### src/common/facc_params.svh
// constants for the frame acquisition count controller
`ifndef FACC_PARAMS_SVH
`define FACC_PARAMS_SVH

// width of frame counts and limits
`define FACC_CNT_W 16
// width of the trigger sequence selector
`define FACC_SEQ_W 4
// trigger sequences: one frame per trigger
`define FACC_SEQ_SINGLE_A 4'h0
`define FACC_SEQ_SINGLE_B 4'h1
// trigger sequence: burst of frames per trigger
`define FACC_SEQ_BURST 4'h6
// acquisition mode select codes
`define FACC_MODE_CONTINUOUS 1'b0
`define FACC_MODE_BOUNDED 1'b1
// counter reset value and smallest effective burst
`define FACC_CNT_ZERO 16'h0000
`define FACC_CNT_ONE 16'h0001
// synchroniser reset level
`define FACC_SYNC_RST 3'h0

`endif

### src/common/facc_pkg.sv
// types for the frame acquisition count controller
`include "facc_params.svh"
package facc_pkg;

    // acquisition and trigger configuration from the host
    typedef struct packed {
        logic acquisition_mode_select;
        logic [`FACC_CNT_W-1:0] acquisition_frame_limit;
        logic trigger_enable;
        logic [`FACC_SEQ_W-1:0] trigger_sequence_select;
        logic [`FACC_CNT_W-1:0] burst_frame_count;
    } facc_cfg_t;

    // status seen by the host
    typedef struct packed {
        logic acq_active;
        logic trigger_wait;
        logic [`FACC_CNT_W-1:0] transferred_count;
    } facc_status_t;

    // sequencer states, one-hot
    typedef enum logic [3:0] {
        FACC_IDLE   = 4'b0001,
        FACC_LAUNCH = 4'b0010,
        FACC_WAIT   = 4'b0100,
        FACC_FRAME  = 4'b1000
    } facc_state_t;

endpackage

### src/rtl/facc_top.sv
// frame acquisition sequencer: frame limit, burst trigger, free-run
`timescale 1ns/1ps
`default_nettype none
`include "facc_params.svh"
module facc_top
    import facc_pkg::*;
#(
    parameter int CNT_W = `FACC_CNT_W
) (
    // clock, reset, enable
    input wire logic clock,
    input wire logic rst,
    input wire logic clk_en,
    // host configuration and commands
    input wire facc_pkg::facc_cfg_t cfg,
    input wire logic acq_start,
    input wire logic acq_stop,
    // external frame start trigger pin
    input wire logic frame_trigger_pin,
    // image streaming path
    input wire logic frame_done,
    output logic exposure_start,
    output logic transfer_start,
    // status
    output facc_pkg::facc_status_t status,
    output logic acq_done,
    output logic trigger_rejected
);
    import facc_pkg::*;

    facc_state_t state;
    facc_state_t next_state;
    facc_cfg_t cfg_q;
    logic [2:0] trig_sync;
    logic trig_level;
    logic trig_rise;
    logic stop_pending;
    logic [CNT_W-1:0] xfer_count;
    logic [CNT_W-1:0] burst_count;
    logic [CNT_W-1:0] burst_eff;
    logic burst_mode;
    logic limit_ok;
    logic burst_pending;
    logic clear_all;
    logic clear_burst;
    logic issue_frame;
    logic frame_end;

    // trigger pin: three flops, a change counts when the last two agree
    always_ff @(posedge clock) begin
        if (rst) begin
            trig_sync <= `FACC_SYNC_RST;
        end else if (clk_en) begin
            trig_sync <= {trig_sync[1:0], frame_trigger_pin};
        end
    end

    // filtered trigger level
    always_ff @(posedge clock) begin
        if (rst) begin
            trig_level <= 1'b0;
        end else if (clk_en && (trig_sync[1] == trig_sync[2])) begin
            trig_level <= trig_sync[2];
        end
    end

    // rising edge of the filtered trigger
    assign trig_rise = (trig_sync[1] == trig_sync[2]) && trig_sync[2] && !trig_level;

    // configuration is held steady for the whole acquisition
    always_ff @(posedge clock) begin
        if (rst) begin
            cfg_q <= '0;
        end else if (clk_en && state == FACC_IDLE && acq_start) begin
            cfg_q <= cfg;
        end
    end

    // derived mode terms
    assign burst_mode = cfg_q.trigger_enable
                        && (cfg_q.trigger_sequence_select == `FACC_SEQ_BURST);
    // a zero burst setting still exposes one frame
    assign burst_eff = (cfg_q.burst_frame_count == `FACC_CNT_ZERO) ? `FACC_CNT_ONE
                       : cfg_q.burst_frame_count;
    // room for another transfer under the frame limit
    assign limit_ok = (cfg_q.acquisition_mode_select != `FACC_MODE_BOUNDED)
                      || (xfer_count < cfg_q.acquisition_frame_limit);
    // burst still owes exposures from the last trigger
    assign burst_pending = burst_mode && (burst_count != `FACC_CNT_ZERO)
                           && (burst_count < burst_eff);

    // counter controls
    assign clear_all = (state == FACC_IDLE) && acq_start;
    assign clear_burst = clear_all || ((state == FACC_WAIT) && trig_rise && !stop_pending);
    assign frame_end = (state == FACC_FRAME) && frame_done;

    // next state and frame issue
    always_comb begin
        next_state = state;
        issue_frame = 1'b0;
        case (state)
            FACC_IDLE: begin
                if (acq_start) begin
                    next_state = FACC_LAUNCH;
                end
            end
            FACC_LAUNCH: begin
                if (stop_pending || !limit_ok) begin
                    next_state = FACC_IDLE;
                end else if (!cfg_q.trigger_enable || burst_pending) begin
                    issue_frame = 1'b1;
                    next_state = FACC_FRAME;
                end else begin
                    next_state = FACC_WAIT;
                end
            end
            FACC_WAIT: begin
                if (stop_pending) begin
                    next_state = FACC_IDLE;
                end else if (trig_rise) begin
                    issue_frame = 1'b1;
                    next_state = FACC_FRAME;
                end
            end
            FACC_FRAME: begin
                if (frame_done) begin
                    next_state = FACC_LAUNCH;
                end
            end
            default: begin
                next_state = FACC_IDLE;
            end
        endcase
    end

    // state register
    always_ff @(posedge clock) begin
        if (rst) begin
            state <= FACC_IDLE;
        end else if (clk_en) begin
            state <= next_state;
        end
    end

    // stop request: finishes the current frame first
    always_ff @(posedge clock) begin
        if (rst) begin
            stop_pending <= 1'b0;
        end else if (clk_en) begin
            if (state == FACC_IDLE) begin
                stop_pending <= 1'b0;
            end else if (acq_stop) begin
                stop_pending <= 1'b1;
            end
        end
    end

    // transferred frames
    facc_counter #(.W(CNT_W)) u_xfer_cnt (
        .clock(clock),
        .rst(rst),
        .clk_en(clk_en),
        .clear(clear_all),
        .inc(frame_end),
        .value(xfer_count)
    );

    // exposures in the current burst
    facc_counter #(.W(CNT_W)) u_burst_cnt (
        .clock(clock),
        .rst(rst),
        .clk_en(clk_en),
        .clear(clear_burst),
        .inc(issue_frame),
        .value(burst_count)
    );

    // frame start pulses toward exposure and stream
    always_ff @(posedge clock) begin
        if (rst) begin
            exposure_start <= 1'b0;
            transfer_start <= 1'b0;
        end else if (clk_en) begin
            exposure_start <= issue_frame;
            transfer_start <= issue_frame;
        end
    end

    // end of acquisition and trigger rejection pulses
    always_ff @(posedge clock) begin
        if (rst) begin
            acq_done <= 1'b0;
            trigger_rejected <= 1'b0;
        end else if (clk_en) begin
            acq_done <= (state != FACC_IDLE) && (next_state == FACC_IDLE);
            trigger_rejected <= trig_rise && (state != FACC_WAIT);
        end
    end

    // host status
    always_ff @(posedge clock) begin
        if (rst) begin
            status <= '0;
        end else if (clk_en) begin
            status.acq_active <= (next_state != FACC_IDLE);
            status.trigger_wait <= (next_state == FACC_WAIT);
            // shows the cleared count at the same edge as the counter clears
            if (clear_all) begin
                status.transferred_count <= `FACC_CNT_ZERO;
            end else begin
                status.transferred_count <= frame_end ? xfer_count + CNT_W'(1) : xfer_count;
            end
        end
    end
endmodule // facc_top
`default_nettype wire

### src/rtl/facc_counter.sv
// frame counter with clear and increment
`timescale 1ns/1ps
`default_nettype none
`include "facc_params.svh"
module facc_counter #(
    parameter int W = `FACC_CNT_W
) (
    // clock and reset
    input wire logic clock,
    input wire logic rst,
    input wire logic clk_en,
    // control
    input wire logic clear,
    input wire logic inc,
    // count
    output logic [W-1:0] value
);

    // clear wins, but an increment in the same cycle counts as the first
    always_ff @(posedge clock) begin
        if (rst) begin
            value <= '0;
        end else if (clk_en) begin
            if (clear) begin
                value <= inc ? W'(1) : '0;
            end else if (inc) begin
                value <= value + W'(1);
            end
        end
    end

endmodule // facc_counter
`default_nettype wire

### config.mk
export PLATFORM = sky130hd
export DESIGN_NAME = facc_top
export DESIGN_NICKNAME = d
export VERILOG_FILES = /design/src/common/facc_pkg.sv /design/src/rtl/facc_top.sv /design/src/rtl/facc_counter.sv
export VERILOG_INCLUDE_DIRS = /design/src /design/src/common
export SDC_FILE = /design/constraint.sdc
export NUM_CORES = 1
export LEC_CHECK = 0
export ABC_CLOCK_PERIOD_IN_PS = 4500
export BUFFER_PORTS_ARGS = -buffer_cell sky130_fd_sc_hd__buf_2
export CORE_ASPECT_RATIO = 1.4
export CORE_UTILIZATION = 43
export DETAILED_ROUTE_END_ITERATION = 10
export GPL_ROUTABILITY_DRIVEN = 0
export SETUP_SLACK_MARGIN = 0.1
export SYNTH_ARGS = -nofsm -noshare
export SYNTH_HDL_FRONTEND = slang
export SYNTH_SLANG_ARGS = --single-unit
### constraint.sdc
create_clock -name clock -period 4.5 [get_ports clock]
set_clock_uncertainty 0.2 [all_clocks]
set_input_delay 0.675 -clock clock [delete_from_list [all_inputs] [get_ports clock]]
set_output_delay 0.675 -clock clock [all_outputs]
set_load 0.02 [all_outputs]
==> results of run 1 <==
worst min path at each step:
| stage | endpoint | cells past startpoint | from | slack [ns] |
|---|---|---|---|---|
| final | cfg_q[29]$_SDFFE_PP0P_ | 2 | cfg_q[29]$_SDFFE_PP0P_ | 0.26 |
| after global routing | cfg_q[22]$_SDFFE_PP0P_ | 2 | cfg_q[22]$_SDFFE_PP0P_ | 0.27 |
| after CTS | cfg_q[22]$_SDFFE_PP0P_ | 2 | cfg_q[22]$_SDFFE_PP0P_ | 0.26 |
| after detailed placement | cfg_q[22]$_SDFFE_PP0P_ | 2 | cfg_q[22]$_SDFFE_PP0P_ | 0.25 |
| after global placement | cfg_q[30]$_SDFFE_PP0P_ | 2 | cfg_q[30]$_SDFFE_PP0P_ | 0.24 |
| after floorplan | cfg_q[16]$_SDFFE_PP0P_ | 2 | cfg_q[16]$_SDFFE_PP0P_ | 0.23 |
sequential cells by signal (all words and copies together) (netlist names), 3 cells and up:
signal / flops
u_burst_cnt.value: 16
state: 4
status: 3
cfg_q: 38
u_xfer_cnt.value: 16
trig_sync: 3
routing by layer:
layer	share of wire (%)	GRT usage, %
met5	0	0
met4	2.3	8.44
met3	3.5	3.89
met2	52	40.4
met1	42	24.5
placed cells by master, fill, tap and decap left out, types with 18 or more instances in the layout:
| master | netlist | final |
|---|---|---|
| nor2_1 | 38 | 38 |
| buf_2 | 0 | 66 |
| ha_1 | 34 | 34 |
| inv_1 | 36 | 36 |
| o21ai_0 | 20 | 20 |
| dfxtp_1 | 85 | 85 |
| a21oi_1 | 61 | 61 |
| nand3_1 | 18 | 18 |
| nand2_1 | 109 | 109 |
| nand4_1 | 18 | 18 |
power by group through the flow:
stage / Combinational [uW] / Clock, uW / Sequential (uW)
2_1_floorplan: 123 / 0 / 807
3_3_place_gp: 181 / 0 / 809
3_5_place_dp: 182 / 0 / 810
4_1_cts: 184 / 710 / 793
5_1_grt: 204 / 738 / 796
6_report: 182 / 692 / 793
cells by family after synthesis:
family                   after synthesis
AO/OA/AOI/OAI                        132
XOR/XNOR                              10
adder cells (fa/ha/maj)               34
buffers and inverters                 75
flip-flops                            85
multiplexers                           5
AND/OR/NAND/NOR                      241
cell type report:
class | count | area (sq um)
sequential | 85 | 1700
fill | 1061 | 5170
inverter | 37 | 139
clock buffer | 9 | 225
clock inverter | 7 | 50.0
tap | 138 | 173
timing repair buffer | 71 | 368
multi-input combinational | 422 | 2630
stage by stage:
stage	std cells	util, %	cell area (sq um)	setup slack (ns)
after floorplan	582	-	4680	1.82
after global placement	753	47.9	5010	1.46
after detailed placement	753	47.9	5010	1.42
after CTS	769	50.6	5290	1.48
after global routing	769	50.6	5290	1.25
final	769	50.6	5290	1.46
critical path, delay by kind of cell (launching register included):
kind	cells	cell delay [ns]
AND/OR/NAND/NOR	1	0.54
flip-flops	1	0.51
adder cells (fa/ha/maj)	1	0.30
AO/OA/AOI/OAI	6	1.41
==> impl_metrics.py, run 1 <==
metrics = {
    "route": {
        "via_per_inst": 5.59,
        "drt-initial-drc-count": 214,
        "vias": 4302,
        "drt-total-wl_um": 11900,
        "drc": 0,
        "wire_per_inst_um": 15.5,
        "ant_nets": 0,
        "drt-pass1-iter-count": 5,
    },
    "power_and_ir_drop": {
        "cellLeakagePower_uw": 0.00203,
        "power_frac_comb_pct": 10.9,
        "p_clk_share_pct": 41.5,
        "power.total_uw": 1670,
        "p_int_uw": 1220,
        "pwr-share-seq_pct": 47.6,
        "sw_frac_of_total_pct": 26.8,
        "power.switching_uw": 446,
        "power_density_mw_per_mm2": 315,
        "ir_drop_mv": 0.185,
    },
    "worst_setup_path": {
        "reg2reg_slack_ns": 1.46,
        "crit_chain": "ha_1, a21oi_1, o21ai_0, a2111oi_1, o21a_1, a31oi_4, or4_1, a21oi_1",
        "cp-end-kind": "flop",
        "r2r_start": "u_burst_cnt.value[9]$_SDFFE_PP0P_",
        "crit_slowest_cell": "or4_1",
        "endpoint": "u_burst_cnt.value[13]$_SDFFE_PP0P_",
        "crit_path_frequent_cell": "a21oi_1",
        "critPathArrivalTime_ns": 3.10,
        "max_stage_delay_ns": 0.54,
        "start_kind": "flop",
        "worstRegToRegCells": 8,
        "crit_start": "u_burst_cnt.value[9]$_SDFFE_PP0P_",
        "critPathKind": "flop to flop",
        "cp_max_fo": 10,
        "worstReg2RegEnd": "u_burst_cnt.value[13]$_SDFFE_PP0P_",
        "worst_ep_required_time_ns": 4.56,
    },
    "sta": {
        "finalSetupViolations": 0,
        "setup_tns_ns": 0,
        "final.period_utilization_pct": 67.5,
        "slew_headroom_pct": 52.7,
        "hold_violations": 0,
        "slew_violations": 0,
        "fmax_ghz": 0.329,
        "period_minus_slack_ns": 3.04,
        "tightest_slew_ns": 0.702,
        "rsz0062_at_grt": "no",
        "holdWs_ns": 0.256,
    },
    "layout": {
        "layout-drive-gt1-share_pct": 17.0,
        "area_growth_pct": 12.9,
        "antenna_cells": 0,
        "nNetsFinal": 705,
    },
    "cts": {
        "cts_tree": "yes",
        "cts_buffer_depth": 2,
        "clk_latency_ns": 0.34,
        "h-tree-depth": 3,
        "postCtsHoldBufs": 0,
        "cts_buffers": 9,
        "cts_sinks": 85,
        "path_clk_slew_ns": 0.06,
        "post-cts-setup-buffers": 0,
        "cts_root_buf": "clkbuf_16",
        "cts_resized": 0,
    },
    "die": {
        "num_rows": 44,
        "chipHeight_um": 126,
        "coreArea_sq_mm": 0.0105,
        "die_w_um": 90.2,
        "die_area_sq_mm": 0.0113,
        "initial_core_util_pct": 44.8,
        "io-pin-count": 67,
    },
    "global_route": {
        "grt_max_degree": 65,
        "grt_pass1_wl_um": 19800,
        "grt_pass1_vias": 4182,
        "globalRouteOverflowTotal": 0,
        "antenna_found_initial": 0,
        "track_usage_pct": 21.8,
    },
    "synthesis": {
        "synthAdderAreaFrac_pct": 9.08,
        "syn_area_sq_mm": 0.00468,
        "ys_seq_area_share_pct": 36.3,
        "synth_compound_area_share_pct": 18.6,
        "synth_common_cells": "109 x nand2_1, 85 x dfxtp_1, 61 x a21oi_1",
        "syn_nets": 661,
        "synth_edf_count": 0,
        "yosys.area.top_type": "dfxtp_1",
        "yosys_warnings": 0,
        "synth_top_family_by_area": "simple AND/OR/NAND/NOR gates",
        "yosys.area_share.simple_pct": 25.6,
        "synth_cell_types": 62,
        "postSynth.asyncResetShare_pct": 0,
        "syn-instance-count": 582,
        "synthMuxAreaShare_pct": 1.07,
        "synth.area.top_cells": "dfxtp_1 36%, ha_1 9.1%, nand2_1 8.7%, a21oi_1 6.5%, nor2_1 3.0%",
        "synth_seq_cells": 85,
        "synth.avg_cell_area_sq_um": 8.05,
        "synth.most_common_cell": "nand2_1",
        "synthFlopType": "dfxtp_1",
        "synth_top_area_share_pct": 36.3,
        "synth-xor-area-share_pct": 1.87,
    },
    "status": {
        "status": "finished, final reports clean",
    },
    "placement": {
        "dp_hpwl_um": 8870,
        "io_buffer_count": 66,
    },
    "min_path": {
        "holdCritPathClass": "flop to flop",
    },
    "flow_run": {
        "max-cap-violations": 0,
    },
}
No activity file was read; power rests on OpenSTA's default activity.
==> run 2, diff against run 1 <==
--- a/config.mk
+++ b/config.mk
@@ -6,7 +6,7 @@
 export SDC_FILE = /design/constraint.sdc
 export NUM_CORES = 1
 export LEC_CHECK = 0
-export ABC_CLOCK_PERIOD_IN_PS = 4500
+export ABC_CLOCK_PERIOD_IN_PS = 2950
 export BUFFER_PORTS_ARGS = -buffer_cell sky130_fd_sc_hd__buf_2
 export CORE_ASPECT_RATIO = 1.4
 export CORE_UTILIZATION = 43
==> constraint.sdc (replaced) <==
create_clock -name clock -period 2.95 [get_ports clock]
set_clock_uncertainty 0.2 [all_clocks]
set_input_delay 0.4425 -clock clock [delete_from_list [all_inputs] [get_ports clock]]
set_output_delay 0.4425 -clock clock [all_outputs]
set_load 0.02 [all_outputs]
==> impl_metrics.py, run 2 (synthesis gave the netlist of run 1 again) <==
metrics = {
    "layout": {
        "antenna_cells": 0,
        "largest-register": "cfg_q",
        "nFillCells": 1050,
        "final_common_cell": "nand2_1",
        "largestRegisters": "cfg_q x38, u_burst_cnt.value x16, u_xfer_cnt.value x16",
        "fin_cells": 795,
        "largest_reg_flops": 38,
        "regArea_sq_mm": 0.00170,
        "fin_area_sq_mm": 0.00557,
        "layout-drive-gt1-share_pct": 21.2,
        "nNetsFinal": 731,
        "multi_input_area_sq_mm": 0.00270,
        "area_growth_pct": 18.8,
        "final_cell_mix": "109 x nand2_1, 84 x dfxtp_1, 66 x buf_2",
    },
    "worst_setup_path": {
        "cp-end-kind": "flop",
        "critPathBufInv": 1,
        "crit_start": "cfg_q[34]$_SDFFE_PP0P_",
        "reg2reg_slack_ns": 0.18,
        "start_kind": "flop",
        "crit_family": "simple AND/OR/NAND/NOR gates",
        "r2r_start": "cfg_q[34]$_SDFFE_PP0P_",
        "crit_chain": "inv_1, ha_1, nand4_1, or2_2, o41ai_4, o32a_2, a2bb2oi_1, or4b_1, a21oi_1",
        "worst_ep_required_time_ns": 3.01,
        "cp_max_fo": 3,
        "worstRegToRegCells": 9,
        "critPathKind": "flop to flop",
        "max_stage_delay_ns": 0.51,
        "crit_slowest_cell": "or4b_1",
        "critPathArrivalTime_ns": 2.83,
        "cp_num_cells": 9,
    },
    "route": {
        "drt-total-wl_um": 12700,
        "vias": 4383,
        "drc": 0,
        "wire_per_inst_um": 16.0,
        "drt-initial-drc-count": 226,
        "drt-pass1-iter-count": 4,
        "via_per_inst": 5.51,
        "ant_nets": 0,
    },
    "sta": {
        "setup_tns_ns": 0,
        "tightest_slew_ns": 0.704,
        "finalSetupViolations": 0,
        "period_minus_slack_ns": 2.77,
        "slew_headroom_pct": 53.1,
        "rsz0062_at_grt": "yes",
        "holdWs_ns": 0.139,
        "final.period_utilization_pct": 93.8,
        "fmax_ghz": 0.362,
        "hold_violations": 0,
        "slew_violations": 0,
    },
    "cts": {
        "cts_sinks": 85,
        "cts_buffers": 9,
        "cts_tree": "yes",
        "path_clk_slew_ns": 0.06,
        "h-tree-depth": 3,
        "cts_root_buf": "clkbuf_16",
        "cts_buffer_depth": 2,
        "postCtsHoldBufs": 0,
        "clk_latency_ns": 0.34,
    },
    "flow_run": {
        "max-cap-violations": 0,
    },
    "power_and_ir_drop": {
        "power_density_mw_per_mm2": 477,
        "ir_drop_mv": 0.279,
        "cellLeakagePower_uw": 0.00218,
    },
    "placement": {
        "dp_hpwl_um": 9320,
        "placed_cell_area_sq_mm": 0.00519,
        "post-place-cells": 777,
        "io_buffer_count": 66,
    },
    "die": {
        "num_rows": 44,
        "die_w_um": 90.2,
        "die_area_sq_mm": 0.0113,
        "initial_core_util_pct": 44.8,
        "coreArea_sq_mm": 0.0105,
        "io-pin-count": 67,
        "chipHeight_um": 126,
    },
    "global_route": {
        "antenna_found_initial": 0,
        "track_usage_pct": 22.9,
        "grt_max_degree": 65,
        "grt_pass1_vias": 4253,
        "globalRouteOverflowTotal": 0,
        "grt_pass1_wl_um": 20600,
    },
    "min_path": {
        "min_path_cells": 3,
        "hold_start": "cfg[31]",
        "holdCritPathClass": "primary input to flop",
    },
    "status": {
        "status": "finished, final reports clean",
    },
}
-- run 2: path summary, 6_finish.rpt --
path | endpoint
max | acq_done$_SDFFE_PP0P_
min | cfg_q[31]$_SDFFE_PP0P_
max reg2reg | acq_done$_SDFFE_PP0P_
min reg2reg | cfg_q[31]$_SDFFE_PP0P_
-- run 2: what timing repair did --
action / in CTS / in global routing
pin swaps: 1 / 3
resized for setup: 3 / 10
gates cloned: 0 / 1
buffers inserted: 0 / 1
setup endpoints to repair: 8 / 16
-- run 2: stage by stage --
| stage | setup WS, ns | utilization, % | power [uW] |
|---|---|---|---|
| final | 0.184 | 53.2 | 2650 |
| after CTS | 0.118 | 52.6 | 2670 |
| after detailed placement | 0.0307 | 49.7 | 1530 |
| after global placement | 0.0995 | 49.7 | 1520 |
| after floorplan | 0.269 | - | 1420 |
| after global routing | 0.0267 | 53.2 | 2760 |
-- run 2: cell type report --
cell class                 count  area share (%)
multi-input combinational    423            48.5
sequential                    85            30.6
timing repair buffer          96            9.98
clock buffer                  12            4.43
tap                          138            3.10
inverter                      37            2.50
clock inverter                 4           0.854
-- run 2: worst register-to-register path: cells and delay by family, from the launching register on --
| kind | cells | cell delay, ns |
|---|---|---|
| AND/OR/NAND/NOR | 3 | 0.97 |
| AO/OA/AOI/OAI | 4 | 0.85 |
| flip-flops | 1 | 0.32 |
| buffers and inverters | 1 | 0.04 |
| adder cells (fa/ha/maj) | 1 | 0.32 |
-- run 2: layer usage --
| metal | share of wire, % | up-vias | GRT usage [%] |
|---|---|---|---|
| li1 | - | 2198 | - |
| met4 | 3.7 | 0 | 10.2 |
| met3 | 3.5 | 30 | 4.38 |
| met2 | 52 | 105 | 41.8 |
| met1 | 41 | 2050 | 25.4 |
| met5 | 0 | - | 0 |
-- run 2: report_power, final --
part           internal [uW]  switching (uW)  total (uW)
Clock                    677             459        1140
Sequential              1180            27.1        1210
Combinational            124             187         311
Total                   1980             673        2650
==> run 3, diff against run 2 <==
--- a/config.mk
+++ b/config.mk
@@ -6,7 +6,7 @@
 export SDC_FILE = /design/constraint.sdc
 export NUM_CORES = 1
 export LEC_CHECK = 0
-export ABC_CLOCK_PERIOD_IN_PS = 2950
+export ABC_CLOCK_PERIOD_IN_PS = 3120
 export BUFFER_PORTS_ARGS = -buffer_cell sky130_fd_sc_hd__buf_2
 export CORE_ASPECT_RATIO = 1.4
 export CORE_UTILIZATION = 43
==> constraint.sdc (replaced) <==
create_clock -name clock -period 3.12 [get_ports clock]
set_clock_uncertainty 0.2 [all_clocks]
set_input_delay 0.468 -clock clock [delete_from_list [all_inputs] [get_ports clock]]
set_output_delay 0.468 -clock clock [all_outputs]
set_load 0.02 [all_outputs]
==> impl_metrics.py, run 3 (synthesis gave the netlist of run 1 again) <==
metrics = {
    "status": {
        "status": "finished, final reports clean",
    },
    "cts": {
        "cts_buffer_depth": 2,
        "cts_buffers": 9,
        "cts_tree": "yes",
        "cts_root_buf": "clkbuf_16",
        "h-tree-depth": 3,
        "path_clk_slew_ns": 0.07,
        "postCtsHoldBufs": 0,
        "clk_latency_ns": 0.34,
        "cts_sinks": 85,
    },
    "worst_setup_path": {
        "endpoint": "acq_done$_SDFFE_PP0P_",
        "critPathArrivalTime_ns": 2.97,
        "crit_start": "u_xfer_cnt.value[13]$_SDFFE_PP0P_",
        "worstRegToRegCells": 8,
        "cp-end-kind": "flop",
        "critPathKind": "flop to flop",
        "cp_max_fo": 5,
        "worstReg2RegEnd": "acq_done$_SDFFE_PP0P_",
        "reg2reg_slack_ns": 0.22,
        "start_kind": "flop",
        "worst_ep_required_time_ns": 3.19,
        "r2r_start": "u_xfer_cnt.value[13]$_SDFFE_PP0P_",
    },
    "sta": {
        "tightest_slew_ns": 0.695,
        "finalSetupViolations": 0,
        "setup_tns_ns": 0,
        "rsz0062_at_grt": "yes",
        "period_minus_slack_ns": 2.90,
        "fmax_ghz": 0.344,
        "hold_violations": 0,
        "final.period_utilization_pct": 93.1,
        "slew_headroom_pct": 53.7,
        "slew_violations": 0,
        "fin_ws_ns": 0.216,
    },
    "global_route": {
        "grt_pass1_wl_um": 20400,
        "grt_pass1_vias": 4168,
        "track_usage_pct": 22.7,
        "globalRouteOverflowTotal": 0,
        "grt_max_degree": 65,
        "antenna_found_initial": 0,
    },
    "power_and_ir_drop": {
        "pwr-share-seq_pct": 44.3,
        "ir_drop_mv": 0.260,
        "power_frac_comb_pct": 10.6,
        "power.switching_uw": 651,
        "power.total_uw": 2580,
        "p_int_uw": 1930,
        "p_clk_share_pct": 45.1,
        "cellLeakagePower_uw": 0.00213,
        "power_density_mw_per_mm2": 473,
        "sw_frac_of_total_pct": 25.2,
    },
    "route": {
        "drc": 0,
        "drt-initial-drc-count": 216,
        "via_per_inst": 5.49,
        "ant_nets": 0,
        "vias": 4298,
        "drt-total-wl_um": 12500,
        "drt-pass1-iter-count": 4,
        "wire_per_inst_um": 16.0,
    },
    "die": {
        "die_w_um": 90.2,
        "die_area_sq_mm": 0.0113,
        "chipHeight_um": 126,
        "io-pin-count": 67,
        "initial_core_util_pct": 44.8,
        "coreArea_sq_mm": 0.0105,
        "num_rows": 44,
    },
    "layout": {
        "antenna_cells": 0,
        "final_common_cell": "nand2_1",
        "largest_reg_flops": 38,
        "final_core_util_pct": 52.2,
        "largest-register": "cfg_q",
        "area_growth_pct": 16.5,
        "largestRegisters": "cfg_q x38, u_burst_cnt.value x16, u_xfer_cnt.value x16",
        "final_cell_mix": "109 x nand2_1, 84 x dfxtp_1, 66 x buf_2",
        "fin_area_sq_mm": 0.00546,
        "nNetsFinal": 719,
        "nFillCells": 1081,
        "layout-drive-gt1-share_pct": 19.4,
    },
    "placement": {
        "pre_cts_ws_ns": 0.0746,
        "io_buffer_count": 66,
        "dp_hpwl_um": 9310,
        "placed_cell_area_sq_mm": 0.00511,
    },
    "flow_run": {
        "max-cap-violations": 0,
    },
    "min_path": {
        "holdCritPathClass": "primary input to flop",
    },
}
## run 3: cell types whose count changed in the layout (fill, tap and decap cells not counted), moves of 2 or more
cell and change:
buf_4 -11, a211oi_1 +2, a211oi_2 -2, clkbuf_1 -2
## run 3: final cells by class
class                   instances  area [sq um]  area share [%]
multi-input cells             422          2650            48.5
well taps                     138           173            3.16
flip-flops and latches         85          1700            31.2
inverters                      37           139            2.55
clock inverters                 7          97.6            1.79
repair buffers                 85           473            8.67
clock buffers                   9           225            4.13
## run 3: worst min-delay path by stage
| stage | startpoint | endpoint | slack [ns] | depth (start not counted) |
|---|---|---|---|---|
| 4_1_cts | cfg[32] | cfg_q[32]$_SDFFE_PP0P_ | 0.15 | 3 |
| 3_3_place_gp | cfg_q[31]$_SDFFE_PP0P_ | cfg_q[31]$_SDFFE_PP0P_ | 0.24 | 2 |
| 2_1_floorplan | cfg_q[16]$_SDFFE_PP0P_ | cfg_q[16]$_SDFFE_PP0P_ | 0.23 | 2 |
| 6_report | cfg[32] | cfg_q[32]$_SDFFE_PP0P_ | 0.15 | 3 |
| 5_1_grt | cfg[29] | cfg_q[29]$_SDFFE_PP0P_ | 0.16 | 3 |
| 3_5_place_dp | cfg_q[31]$_SDFFE_PP0P_ | cfg_q[31]$_SDFFE_PP0P_ | 0.25 | 2 |
## run 3: through the flow
step	std cells	hold WS, ns
2_1_floorplan	582	0.231
3_3_place_gp	766	0.244
3_5_place_dp	766	0.247
4_1_cts	782	0.148
5_1_grt	783	0.156
6_report	783	0.155
## run 3: power by group through the flow
stage / clock [uW] / combinational (uW) / sequential (uW)
3_5_place_dp: 0 / 271 / 1170
6_report: 1160 / 274 / 1140
5_1_grt: 1220 / 304 / 1150
3_3_place_gp: 0 / 268 / 1170
4_1_cts: 1190 / 273 / 1140
2_1_floorplan: 0 / 177 / 1160
## run 3: what timing repair did
action | CTS | global route
setup endpoints to repair | 2 | 8
buffers inserted | 0 | 1
gates resized for setup | 1 | 4
pin swaps | 0 | 1
## run 3: worst max-delay path: stages, from the launching register on
cell       delay (ns)
dfxtp_1          0.35
ha_1             0.33
nand4_1          0.10
or2_2            0.32
o41ai_2          0.51
o32a_2           0.28
a2bb2oi_1        0.10
or4b_1           0.49
a21oi_1          0.14
## run 3: metal layers
metal | track usage [%] | wire length, um
met5 | 0 | 0
met4 | 10.3 | 445
met3 | 4.56 | 397
met2 | 41.0 | 6450
met1 | 25.4 | 5200
